[config.mk]
export PLATFORM = sky130hd
export DESIGN_NAME = ipma_indirect_phy_mgmt
export DESIGN_NICKNAME = d
export VERILOG_FILES = /design/src/hw/ipma_pkg.sv /design/src/hw/ipma_mgmt_if.sv /design/src/hw/ipma_mdio_engine.sv /design/src/hw/ipma_indirect_phy_mgmt.sv
export VERILOG_INCLUDE_DIRS = /design/src /design/src/hw
export SDC_FILE = /design/constraint.sdc
export NUM_CORES = 1
export LEC_CHECK = 0
export ABC_AREA = 1
export BUFFER_PORTS_ARGS = -buffer_cell sky130_fd_sc_hd__buf_4
export CORE_UTILIZATION = 30
export CTS_BUF_LIST = sky130_fd_sc_hd__clkbuf_4 sky130_fd_sc_hd__clkbuf_8 sky130_fd_sc_hd__clkbuf_16
export DETAILED_ROUTE_END_ITERATION = 10
export SLEW_MARGIN = 20
export SYNTH_ARGS = -nofsm -noshare
export SYNTH_HDL_FRONTEND = slang
export SYNTH_SLANG_ARGS = --single-unit
[constraint.sdc]
create_clock -name mclk -period 4.15 [get_ports mclk]
set_input_delay 0.2075 -clock mclk [delete_from_list [all_inputs] [get_ports mclk]]
set_output_delay 0.2075 -clock mclk [all_outputs]
set_load 0.005 [all_outputs]
[src/hw/ipma_params.svh]
`ifndef IPMA_PARAMS_SVH
`define IPMA_PARAMS_SVH

// Register byte offsets
`define IPMA_DATA_OFS 12'h0a4
`define IPMA_ACCESS_OFS 12'h0a8

// Access register fields
`define IPMA_PHY_ADDR_HI 15
`define IPMA_PHY_ADDR_LO 11
`define IPMA_REG_IDX_HI 10
`define IPMA_REG_IDX_LO 6
`define IPMA_WNR_BIT 1
`define IPMA_BUSY_BIT 0

// Data register field
`define IPMA_DATA_HI 15
`define IPMA_DATA_LO 0

// Reset values
`define IPMA_PHY_ADDR_RST 5'h00
`define IPMA_REG_IDX_RST 5'h00
`define IPMA_DATA_RST 16'h0000
`define IPMA_RDATA_RST 32'h0000_0000

// Read data returned when the addressed PHY is never driven
`define IPMA_NO_PHY_DATA 16'hffff

// Management clock timing
`define IPMA_CLK_PERIOD_NS 5
`define IPMA_MDC_HALF_MIN_NS 200
`define IPMA_MDC_HALF_CYC ((`IPMA_MDC_HALF_MIN_NS + `IPMA_CLK_PERIOD_NS - 1) / `IPMA_CLK_PERIOD_NS)

// Serial frame layout, bit 0 is the first bit on the wire
`define IPMA_FRAME_BITS 64
`define IPMA_TA_FIRST 46
`define IPMA_DATA_FIRST 48
`define IPMA_PREAMBLE 32'hffff_ffff
`define IPMA_START_CODE 2'h1
`define IPMA_OP_WRITE 2'h1
`define IPMA_OP_READ 2'h2
`define IPMA_TA_WRITE 2'h2

`endif

[src/hw/ipma_pkg.sv]
package ipma_pkg;

  typedef enum logic [0:0] {
    ENG_IDLE = 1'b0,
    ENG_SHIFT = 1'b1
  } ipma_eng_state_type;

  typedef logic [4:0] ipma_addr5_type;
  typedef logic [15:0] ipma_word_type;

endpackage

[src/hw/ipma_mgmt_if.sv]
`timescale 1ns/1ps
interface ipma_mgmt_if;
  logic go;
  logic wr;
  ipma_pkg::ipma_addr5_type phyAddr;
  ipma_pkg::ipma_addr5_type regIdx;
  ipma_pkg::ipma_word_type wrData;
  logic done;
  ipma_pkg::ipma_word_type rdData;

  modport ctl (
    output go,
    output wr,
    output phyAddr,
    output regIdx,
    output wrData,
    input done,
    input rdData
  );

  modport eng (
    input go,
    input wr,
    input phyAddr,
    input regIdx,
    input wrData,
    output done,
    output rdData
  );
endinterface

[src/hw/ipma_mdio_engine.sv]
`timescale 1ns/1ps
`include "ipma_params.svh"
module ipma_mdio_engine #(
  parameter int HALF_CYC = `IPMA_MDC_HALF_CYC
) (
  input wire logic mclk,
  input wire logic rst_b,
  ipma_mgmt_if.eng mgmt,
  input wire logic mdioIn,
  output logic mdcQ,
  output logic mdioOutQ,
  output logic mdioOeQ
);
  localparam int CW = $clog2(HALF_CYC + 1);
  localparam logic [CW-1:0] HALF_LAST = CW'(HALF_CYC - 1);
  localparam logic [5:0] LAST_BIT = 6'(`IPMA_FRAME_BITS - 1);
  localparam logic [5:0] TA_FIRST = 6'(`IPMA_TA_FIRST);
  localparam logic [5:0] DATA_FIRST = 6'(`IPMA_DATA_FIRST);

  ipma_pkg::ipma_eng_state_type state_q;
  logic [`IPMA_FRAME_BITS-1:0] frame_q;
  logic [5:0] bitIdx_q;
  logic [CW-1:0] halfCnt_q;
  logic isWr_q;
  logic done_q;
  logic [15:0] rdShift_q;
  logic sync1_q, sync2_q, sync3_q, mdioFilt_q;
  logic [5:0] nextIdx;

  assign nextIdx = bitIdx_q + 6'h01;
  assign mgmt.done = done_q;
  assign mgmt.rdData = rdShift_q;

  // Pin input: a change counts once the second and third stage agree
  always_ff @(posedge mclk or negedge rst_b) begin
    if (!rst_b) begin
      sync1_q <= 1'b1;
      sync2_q <= 1'b1;
      sync3_q <= 1'b1;
      mdioFilt_q <= 1'b1;
    end else begin
      sync1_q <= mdioIn;
      sync2_q <= sync1_q;
      sync3_q <= sync2_q;
      if (sync2_q == sync3_q) begin
        mdioFilt_q <= sync3_q;
      end
    end
  end

  // Frame: preamble, start, opcode, PHY, register, turnaround, data
  always_ff @(posedge mclk or negedge rst_b) begin
    if (!rst_b) begin
      state_q <= ipma_pkg::ENG_IDLE;
      frame_q <= '0;
      bitIdx_q <= 6'h00;
      halfCnt_q <= '0;
      isWr_q <= 1'b0;
      done_q <= 1'b0;
      rdShift_q <= 16'h0000;
      mdcQ <= 1'b0;
      mdioOutQ <= 1'b1;
      mdioOeQ <= 1'b0;
    end else begin
      done_q <= 1'b0;
      case (state_q)
        ipma_pkg::ENG_IDLE: begin
          if (mgmt.go) begin
            frame_q <= {`IPMA_PREAMBLE, `IPMA_START_CODE,
                        (mgmt.wr ? `IPMA_OP_WRITE : `IPMA_OP_READ),
                        mgmt.phyAddr, mgmt.regIdx, `IPMA_TA_WRITE, mgmt.wrData};
            isWr_q <= mgmt.wr;
            bitIdx_q <= 6'h00;
            halfCnt_q <= '0;
            mdcQ <= 1'b0;
            mdioOutQ <= 1'b1;
            mdioOeQ <= 1'b1;
            state_q <= ipma_pkg::ENG_SHIFT;
          end
        end
        ipma_pkg::ENG_SHIFT: begin
          if (halfCnt_q == HALF_LAST) begin
            halfCnt_q <= '0;
            if (!mdcQ) begin
              mdcQ <= 1'b1;
              // PHY drives data after turnaround; sample on rising edge
              if (!isWr_q && bitIdx_q >= DATA_FIRST) begin
                rdShift_q <= {rdShift_q[14:0], mdioFilt_q};
              end
            end else begin
              mdcQ <= 1'b0;
              if (bitIdx_q == LAST_BIT) begin
                mdioOeQ <= 1'b0;
                mdioOutQ <= 1'b1;
                done_q <= 1'b1;
                state_q <= ipma_pkg::ENG_IDLE;
              end else begin
                bitIdx_q <= nextIdx;
                frame_q <= {frame_q[`IPMA_FRAME_BITS-2:0], 1'b0};
                mdioOutQ <= frame_q[`IPMA_FRAME_BITS-2];
                // Release the line for the PHY on reads from turnaround on
                mdioOeQ <= isWr_q || (nextIdx < TA_FIRST);
              end
            end
          end else begin
            halfCnt_q <= halfCnt_q + CW'(1);
          end
        end
        default: begin
          state_q <= ipma_pkg::ENG_IDLE;
        end
      endcase
    end
  end
endmodule

[src/hw/ipma_indirect_phy_mgmt.sv]
`timescale 1ns/1ps
`include "ipma_params.svh"
module ipma_indirect_phy_mgmt #(
  parameter int ADDR_W = 12,
  parameter int HALF_CYC = `IPMA_MDC_HALF_CYC
) (
  input wire logic mclk,
  input wire logic rst_b,
  input wire logic [ADDR_W-1:0] busAddr,
  input wire logic [31:0] busWrData,
  input wire logic busWrEn,
  input wire logic busRdEn,
  output logic [31:0] busRdData,
  input wire logic [4:0] emuPhyAddr,
  input wire logic mdioIn,
  output logic mdc,
  output logic mdioOut,
  output logic mdioOe
);
  localparam logic [ADDR_W-1:0] DATA_OFS = ADDR_W'(`IPMA_DATA_OFS);
  localparam logic [ADDR_W-1:0] ACCESS_OFS = ADDR_W'(`IPMA_ACCESS_OFS);

  ipma_mgmt_if mgmt ();

  logic [4:0] phyAddr_q;
  logic [4:0] regIdx_q;
  logic wnr_q;
  logic busy_q;
  logic launch_q;
  logic [15:0] wrWord_q;
  logic [15:0] phyWord_q;
  logic wrAccess;
  logic wrDataReg;
  logic emuHit;
  logic skip;
  logic [31:0] rdMux;

  assign wrAccess = busWrEn && (busAddr == ACCESS_OFS);
  assign wrDataReg = busWrEn && (busAddr == DATA_OFS);
  assign emuHit = (phyAddr_q == emuPhyAddr);
  // Emulated PHY lives elsewhere; its address is never put on the line
  assign skip = launch_q && emuHit;

  assign mgmt.go = launch_q && !emuHit;
  assign mgmt.wr = wnr_q;
  assign mgmt.phyAddr = phyAddr_q;
  assign mgmt.regIdx = regIdx_q;
  assign mgmt.wrData = wrWord_q;

  // A write while busy is dropped so the running frame keeps its fields
  always_ff @(posedge mclk or negedge rst_b) begin
    if (!rst_b) begin
      phyAddr_q <= `IPMA_PHY_ADDR_RST;
      regIdx_q <= `IPMA_REG_IDX_RST;
      wnr_q <= 1'b0;
    end else if (wrAccess && !busy_q) begin
      phyAddr_q <= busWrData[`IPMA_PHY_ADDR_HI:`IPMA_PHY_ADDR_LO];
      regIdx_q <= busWrData[`IPMA_REG_IDX_HI:`IPMA_REG_IDX_LO];
      wnr_q <= busWrData[`IPMA_WNR_BIT];
    end
  end

  always_ff @(posedge mclk or negedge rst_b) begin
    if (!rst_b) begin
      launch_q <= 1'b0;
    end else begin
      launch_q <= wrAccess && !busy_q;
    end
  end

  always_ff @(posedge mclk or negedge rst_b) begin
    if (!rst_b) begin
      busy_q <= 1'b0;
    end else if (wrAccess && !busy_q) begin
      busy_q <= 1'b1;
    end else if (mgmt.done || skip) begin
      busy_q <= 1'b0;
    end
  end

  // Software keeps this steady during a write transfer
  always_ff @(posedge mclk or negedge rst_b) begin
    if (!rst_b) begin
      wrWord_q <= `IPMA_DATA_RST;
    end else if (wrDataReg) begin
      wrWord_q <= busWrData[`IPMA_DATA_HI:`IPMA_DATA_LO];
    end
  end

  always_ff @(posedge mclk or negedge rst_b) begin
    if (!rst_b) begin
      phyWord_q <= `IPMA_DATA_RST;
    end else if (mgmt.done && !wnr_q) begin
      phyWord_q <= mgmt.rdData;
    end else if (skip && !wnr_q) begin
      phyWord_q <= `IPMA_NO_PHY_DATA;
    end
  end

  always_comb begin
    rdMux = `IPMA_RDATA_RST;
    if (busAddr == DATA_OFS) begin
      rdMux[`IPMA_DATA_HI:`IPMA_DATA_LO] = wnr_q ? wrWord_q : phyWord_q;
    end else if (busAddr == ACCESS_OFS) begin
      rdMux[`IPMA_PHY_ADDR_HI:`IPMA_PHY_ADDR_LO] = phyAddr_q;
      rdMux[`IPMA_REG_IDX_HI:`IPMA_REG_IDX_LO] = regIdx_q;
      rdMux[`IPMA_WNR_BIT] = wnr_q;
      rdMux[`IPMA_BUSY_BIT] = busy_q;
    end
  end

  // Read data stands only in the cycle after the strobe
  always_ff @(posedge mclk or negedge rst_b) begin
    if (!rst_b) begin
      busRdData <= `IPMA_RDATA_RST;
    end else if (busRdEn) begin
      busRdData <= rdMux;
    end else begin
      busRdData <= `IPMA_RDATA_RST;
    end
  end

  ipma_mdio_engine #(
    .HALF_CYC(HALF_CYC)
  ) u_engine (
    .mclk(mclk),
    .rst_b(rst_b),
    .mgmt(mgmt.eng),
    .mdioIn(mdioIn),
    .mdcQ(mdc),
    .mdioOutQ(mdioOut),
    .mdioOeQ(mdioOe)
  );
endmodule

-- Yosys cells after proc, flatten, opt, wreduce, memory -nomap -nowiden
Cells that the tools add are included.
- add/sub/neg operators: 2
- $lt $le $gt $ge: 2
- equal/unequal tests: 10
- muxes and demuxes: 46
- bitwise operators: 2
- reduce and logical (&&, ||, !) cells: 21
- operators with widths (kind ; count):
    2-to-1 mux 63 bit ; 4
    case mux 63 bit (2 select lines) ; 1
    2-to-1 mux 16 bit ; 4
    2-to-1 mux 6 bit ; 5
    == test 12 x 8 -> 1 bit, second input constant ; 2
    case mux 6 bit (2 select lines) ; 2
    2-to-1 mux 1 bit ; 20
    2-to-1 mux 10 bit ; 2
    adder 6 x 1 -> 6 bit, second input constant ; 2
    == test 6 bit, second input constant ; 2
    logical AND 1 bit ; 8
    case mux 1 bit (2 select lines) ; 4
    AND reduction 4 bit ; 2
    >= comparator 6 bit, second input constant ; 1
    less-than comparator 6 bit, second input constant ; 1
    2-to-1 mux 2 bit ; 3
    != test 2 bit, second input constant ; 3
    == test 5 bit ; 1
    logical NOT 1 bit ; 4
    2-to-1 mux 4 bit ; 1
    AND reduction 2 bit ; 2
    nonzero test 2 bit ; 2
    AND reduction 3 bit ; 1
    logical OR 1 bit ; 2
    3 further kinds ; 4
- flip-flop bits (word level): 162
- output and inout port bits: 35
- word-level logic and storage cells: 105

-- Logic depth before layout (Yosys ltp)
Gate-level depths: netlist of the first run.
- depth after elaboration: 7
- depth in mapped cells: 12
- gate-level depth less buffers: 10

-- Cells and area by module
Synthesis of the first run repeated with hierarchy kept, for this count alone.
- cells, all modules: 928
- area, all modules: 7607.3 um2
- modules (own cells, without submodules) (module ; times used ; cells an instance ; area each (um2) ; sequential area each (um2)):
    ipma_mdio_engine ; 1 ; 551 ; 4519.3 ; 2533.7
    ipma_indirect_phy_mgmt ; 1 ; 377 ; 3088.0 ; 1526.5

-- Worst setup path after synthesis of the first run
OpenSTA, ideal clock, no wires.
- kind: register to register
- start: reg u_engine.halfCnt_q[0]
- end: reg u_engine.frame_q[28]
- arrival time: 1.486 ns
- required time: 4.033 ns
- path slack: 2.547 ns
- stages on the path, launching flop included: 11
- clock period less this slack: 1.603 ns
- cell sequence: dfrtp_1 -> ha_1 -> nand2_1 -> nor4_4 -> nand2_1 -> nand2_4 -> nand2_2 -> buf_6 -> buf_6 -> nand2_1 -> nand2_1
- cells in the longest elaborated chain, start to end: 3
- ends and longest elaborated chain (element ; RTL line ; RTL):
    from (decl) ; ipma_mdio_engine.sv:23 ; logic [CW-1:0] halfCnt_q;
    from (signal assigned) ; ipma_mdio_engine.sv:106 ; halfCnt_q <= halfCnt_q + CW'(1);
    == test 6 bit ; ipma_mdio_engine.sv:82 ; if (halfCnt_q == HALF_LAST) begin
    != test 2 bit (no line) ; -- ;
    AND reduction 4 bit (no line) ; -- ;
    to (signal assigned) ; ipma_mdio_engine.sv:69 ; frame_q <= {`IPMA_PREAMBLE, `IPMA_START_CODE,
    to (signal assigned) ; ipma_mdio_engine.sv:99 ; frame_q <= {frame_q[`IPMA_FRAME_BITS-2:0], 1'b0};
    to (decl) ; ipma_mdio_engine.sv:21 ; logic [`IPMA_FRAME_BITS-1:0] frame_q;
No other way between the ends.
A chain may end at the register's enable or synchronous reset.

-- Final worst setup path of the first run
- start: reg u_engine.state_q
- end: reg u_engine.frame_q[40]
- cells in the longest elaborated chain, start to end: 3
- elaborated cells between the ends (all ways): 7
- ends and longest elaborated chain (element ; RTL line ; RTL):
    from (decl) ; ipma_mdio_engine.sv:20 ; ipma_pkg::ipma_eng_state_type state_q;
    from (signal assigned) ; ipma_mdio_engine.sv:54 ; state_q <= ipma_pkg::ENG_IDLE;
    from (signal assigned) ; ipma_mdio_engine.sv:78 ; state_q <= ipma_pkg::ENG_SHIFT;
    from (signal assigned) ; ipma_mdio_engine.sv:96 ; state_q <= ipma_pkg::ENG_IDLE;
    inverter 1 bit (no line) ; -- ;
    != test 2 bit (no line) ; -- ;
    AND reduction 4 bit (no line) ; -- ;
Several ways; a longest one is shown, not always the timed one.

==> metrics.csv, run 1 <==
metric,value,unit
status,finished clean,
cp_data_required_time,4.52,ns
postCtsSetupBuffers,0,
p_sw,731,uW
power.internal,2530,uW
nets,991,
slew-limit-headroom,0.295,
fin_ws,1.53,ns
fin_area,8660,um2
drt_iter0_drc,463,
p_leak,0.00449,uW
syn_inst,899,
synth_area,7420,um2
skew,0.0109,ns
critPathMaxStageDelay,1.06,ns
ir_drop,0.290,mV
clock_latency,0.43,ns
powerDensity,376,nW/um2
die_x,159,um
r2r_end,u_engine.frame_q[40],
slew_viol_final,0,
whs_endpoint,mgmt.wrData[2],
arrival,2.98,ns
combPwrFrac,0.025,
period_share,0.630,
grt_pass1_vias,5421,
antenna_cells,0,
clkTransAtPathRegs,0.07,ns
tightest_slew,1.06,ns
cts_made_buffers,17,
power,3260,uW
path_cells,inv_1 -> nand3_2 -> nand2_4 -> nand2_2 -> buf_4 -> nand2_1 -> nand2_1,
vias_per_cell,4.50,
num_vias,5729,
hp-class,in2reg,
finalHoldViolCount,0,
ctsHtreeMaxLevel,4,
dp_slack,1.54,ns
wirelength,16300,um
pwr-share-clk,0.488,
cap_violations,0,
worstSetupPathType,reg2reg,
layout-drive-gt1-share,0.155,
boundaryPins,89,
ys_ff_latch,162,
worstPathMaxFanout,62,
port-buffer-count,56,
hp-start,busWrData[2],
swShare,0.225,
die_area,25400,um2
grt_usage,0.137,
num_rows,57,
seqPwrFrac,0.487,
cts_tree,done,
seq_area_frac_synth,0.547,
syn_area_per_cell,8.26,um2
startpoint_type,flop,
crit_path_top_delay_cell,dfrtp_2,
core,24300,um2
cpMostUsedCell,nand2_1,
syn2layout_area_growth,16.7,%
overflow,0,
hold_depth,3,
numClockSinks,162,
fp.dieH,159,um
root_buffer,clkbuf_16,
drc,0,
firstDrtPassIters,5,
r2r_start,u_engine.state_q,
grt_antenna_before_repair,0,
ant_nets,0,
min_period,2.62,ns
nFillCells,2516,
grt_first_pass_wirelength,28100,um
rsz0062_at_grt,false,
postPlaceCellArea,8050,um2
synth_cell_types,32,
endpoint_kind,flop,
r2r_setup_slack,1.53,ns
hpwl,10100,um
yosysWarningCount,0,
fin_tns_setup,0,ns
max_freq,382,MHz
grt_max_degree,92,
cts_buffer_depth,2,
ff2ff_path_depth,7,
gp_congestion,0.755,
routedWlPerCell,12.8,um
initial_core_util,0.305,
setup_viol_count_final,0,
## per-layer routing
metal / vias to the layer above / share of wire / GRT usage
met5: - / 0 / 0
met4: 0 / 0.012 / 0.0389
met3: 16 / 0.033 / 0.0281
met2: 97 / 0.46 / 0.212
met1: 2720 / 0.49 / 0.193
li1: 2896 / - / -
## sequential cells by signal (all words and copies together) (netlist names), 5 cells and up
register	cells
busRdData	16
mgmt.phyAddr	5
mgmt.regIdx	5
mgmt.wrData	16
phyWord_q	16
u_engine.bitIdx_q	6
u_engine.frame_q	63
u_engine.halfCnt_q	6
u_engine.mgmt.rdData	16
## area by class of cell
class | instances | area (um2) | share of cell area
repair buffers | 68 | 519 | 0.0600
clock buffers | 19 | 440 | 0.0509
clock inverters | 13 | 150 | 0.0173
well taps | 324 | 405 | 0.0468
multi-input cells | 615 | 2820 | 0.325
inverters | 71 | 267 | 0.0308
flip-flops and latches | 162 | 4060 | 0.469
## cell families (layout without fill, tap and decap cells)
| family | after synthesis | in the layout | share of synthesized area |
|---|---|---|---|
| fa+ha+maj | 3 | 3 | 0.00472 |
| other cells | 1 | 16 | 0.000505 |
| buf+inv | 137 | 171 | 0.0821 |
| flops | 162 | 162 | 0.547 |
| xor+xnor | 5 | 5 | 0.00590 |
| compound gates | 125 | 125 | 0.0907 |
| simple gates | 466 | 466 | 0.269 |
## critical path: cells and delay by family (launching register included)
| family | cells | cell delay [ns] |
|---|---|---|
| buf+inv | 2 | 0.59 |
| flops | 1 | 1.06 |
| simple gates | 5 | 0.88 |
## worst max path at each step
| stage | start | end | slack, ns | depth (start not counted) |
|---|---|---|---|---|
| 6_report | u_engine.state_q | u_engine.frame_q[40] | 1.53 | 7 |
| 2_1_floorplan | u_engine.halfCnt_q[0] | u_engine.frame_q[28] | 2.55 | 10 |
| 3_3_place_gp | u_engine.state_q | u_engine.frame_q[44] | 1.59 | 7 |
| 3_5_place_dp | u_engine.state_q | u_engine.frame_q[58] | 1.54 | 7 |
| 5_1_grt | u_engine.state_q | u_engine.frame_q[58] | 1.24 | 7 |
| 4_1_cts | u_engine.state_q | u_engine.frame_q[58] | 1.52 | 7 |
## power by group through the flow
stage               clock [uW]  sequential, uW  combinational (uW)
floorplan                    0            1620                26.8
global placement             0            1620                84.0
detailed placement           0            1620                84.4
CTS                       1620            1590                86.2
global route              1690            1590                95.5
finish                    1590            1590                82.3
## stage by stage
stage	instances	hold WS, ns	util
2_1_floorplan	914	-0.0881	-
3_3_place_gp	1238	0.316	0.331
3_5_place_dp	1238	0.317	0.331
4_1_cts	1272	0.0111	0.356
5_1_grt	1272	0.0467	0.356
6_report	1272	0.0191	0.356
## synth_stat cells, drive strengths merged
library cell | n | share of area
a211oi | 4 | 0.0040
clkinv | 3 | 0.0015
dfstp | 5 | 0.018
buf | 34 | 0.030
o21a | 1 | 0.0010
o21ai | 90 | 0.061
dfrtp | 157 | 0.53
nor2 | 55 | 0.028
o31ai | 11 | 0.011
nor4 | 3 | 0.0066
inv | 68 | 0.034
nand3 | 82 | 0.056
xor2 | 3 | 0.0035
nor3 | 5 | 0.0034
clkbuf | 32 | 0.016
or2 | 33 | 0.028
conb | 1 | 0.00051
o22ai | 3 | 0.0025
xnor2 | 2 | 0.0024
nand4 | 2 | 0.0017
a21oi | 16 | 0.011
nand2 | 286 | 0.15
ha | 2 | 0.0034
maj3 | 1 | 0.0013
## timing repair
item                                   CTS  global route
resized for setup                        0             0
endpoints found under the hold margin   90             0
hold buffers                             2             0
## cells in the final DEF, fill, tap and decap left out, drive strengths merged, types with 3 or more instances in the layout
cell / instances
conb: 16
o21ai: 90
a21oi: 16
inv: 73
xor2: 3
o22ai: 3
buf: 66
a211oi: 4
nand2: 286
nand3: 82
nor3: 5
or2: 33
dfrtp: 157
o31ai: 11
nor4: 3
clkinv: 8
clkbuf: 19
nor2: 55
dfstp: 5
No activity file was read; power rests on OpenSTA's default activity.
==> inputs of run 2 (changes only) <==
- clock period: 4.15 -> 2.5 ns (I/O delays scaled with it)
==> run 2 against run 1 <==
Compared with the run above: combinational power grew 99%; wire length up 0.42%; worst hold slack improved by 0.096 ns; critical path type unchanged; critical endpoint is now u_engine.frame_q[9]; largest cell class unchanged.
==> metrics.csv, run 2 (synthesized netlist as in run 1, its figures left out) <==
metric,value,unit
status,finished clean,
arrival,2.44,ns
final_common_cell,nand2_1,
power,5570,uW
fp.dieH,159,um
tightest_slew,0.638,ns
skew,0.00943,ns
routedWlPerCell,12.7,um
min_period,2.08,ns
grt_first_pass_wirelength,27900,um
final_core_util,0.369,
period_share,0.830,
rsz0062_at_grt,false,
dp_slack,0.452,ns
grt_usage,0.135,
grt_max_degree,70,
ctsHtreeMaxLevel,4,
cpMostUsedCell,nand2_1,
largest_register_ffs,63,
largest_register,u_engine.frame_q,
hp-class,in2reg,
fin_ws,0.424,ns
nets,1014,
die_area,25400,um2
core,24300,um2
slew-limit-headroom,0.573,
finalHoldViolCount,0,
worstPathMaxFanout,69,
root_buffer,clkbuf_16,
mostFrequentLayoutCells,"284 x nand2_1, 156 x dfrtp_1, 89 x o21ai_0",
cts_tree,done,
crit_path_top_delay_cell,dfrtp_1,
drc,0,
clock_latency,0.43,ns
cts_made_buffers,17,
boundaryPins,89,
ctsResizeCount,0,
crit_family,simple AND/OR/NAND/NOR gates,
cp_data_required_time,2.86,ns
cts_buffer_depth,2,
hp-start,busAddr[1],
powerDensity,621,nW/um2
cap_violations,0,
critPathMaxStageDelay,0.40,ns
path_buf_inv,1,
layout.cells.non_filler,1295,
port-buffer-count,56,
die_x,159,um
vias_per_cell,4.53,
startpoint_type,flop,
postCtsSetupBuffers,0,
max_freq,482,MHz
ant_nets,0,
num_vias,5872,
num_rows,57,
path_cells,ha_1 -> nand2_1 -> nor3_1 -> o21ai_4 -> nand2_2 -> buf_12 -> nand2_1 -> nand2_1,
layout-drive-gt1-share,0.158,
firstDrtPassIters,5,
antenna_cells,0,
setup_viol_count_final,0,
syn2layout_area_growth,20.7,%
worstSetupPathType,reg2reg,
clkTransAtPathRegs,0.07,ns
overflow,0,
gp_congestion,0.756,
pwr-share-clk,0.498,
worstSetupStartpoint,u_engine.bitIdx_q[0],
drt_iter0_drc,357,
initial_core_util,0.305,
ir_drop,0.460,mV
p_leak,0.00462,uW
dp.cells,1244,
endpoint_kind,flop,
r2r_start,u_engine.bitIdx_q[0],
power.internal,4330,uW
grt_antenna_before_repair,0,
hpwl,10300,um
p_sw,1240,uW
slew_viol_final,0,
numClockSinks,162,
fin_tns_setup,0,ns
seqPwrFrac,0.473,
swShare,0.222,
combPwrFrac,0.029,
grt_pass1_vias,5596,
wirelength,16400,um
## run 2: cell types whose count changed in the layout (fill, tap and decap cells not counted), moves of 2 or more
cell           before  now
dlygate4sd3_1       2   19
buf_12              0    4
buf_4              65   67
clkbuf_4            2    0
clkinv_2            2    0
clkinv_4            3    1
inv_6               4    6
## run 2: stage by stage
stage / cell area (um2) / hold WS [ns]
CTS: 8960 / 0.119
global route: 8960 / 0.142
finish: 8960 / 0.115
global placement: 8150 / 0.168
detailed placement: 8150 / 0.170
floorplan: 7480 / -0.171
## run 2: cell type report
cell class / instances / area, um2
clock inverters: 14 / 189
clock buffers: 18 / 439
fillers: 2480 / 15400
multi-input cells: 615 / 2820
inverters: 71 / 267
flip-flops and latches: 162 / 4060
well taps: 324 / 405
repair buffers: 91 / 785
## run 2: final timing paths
check	endpoint	slack, ns	depth (start not counted)
worst max-delay path	u_engine.frame_q[9]	0.42	8
worst max register to register	u_engine.frame_q[9]	0.42	8
worst min register to register	u_engine.sync2_q	0.36	0
max in group asynchronous	u_engine.mdioFilt_q	1.48	3
min in group asynchronous	u_engine.halfCnt_q[1]	0.27	2
worst min-delay path	busRdData[1]	0.12	6
## run 2: repair_timing
action,4_1_cts,5_1_grt
hold endpoints to repair,88,0
hold buffers,19,0
setup endpoints to repair,0,0
## run 2: worst register-to-register path, cell delays in order (launching register included)
cell and delay [ns]:
dfrtp_1 0.40, ha_1 0.21, nand2_1 0.09, nor3_1 0.38
o21ai_4 0.26, nand2_2 0.16, buf_12 0.30, nand2_1 0.14
nand2_1 0.07
## run 2: metal layers
layer  up-vias  share of wire  GRT usage
met4         0          0.013     0.0393
li1       2946              -          -
met2       128           0.45      0.214
met3        20          0.039     0.0294
met5         -              0          0
met1      2778           0.49      0.186
## run 2: power groups by stage
stage          Clock, uW  Sequential [uW]  Combinational, uW
4_1_cts             2840             2630                170
3_5_place_dp           0             2680                146
2_1_floorplan          0             2680               44.4
3_3_place_gp           0             2680                145
5_1_grt             2950             2630                187
6_report            2770             2630                164
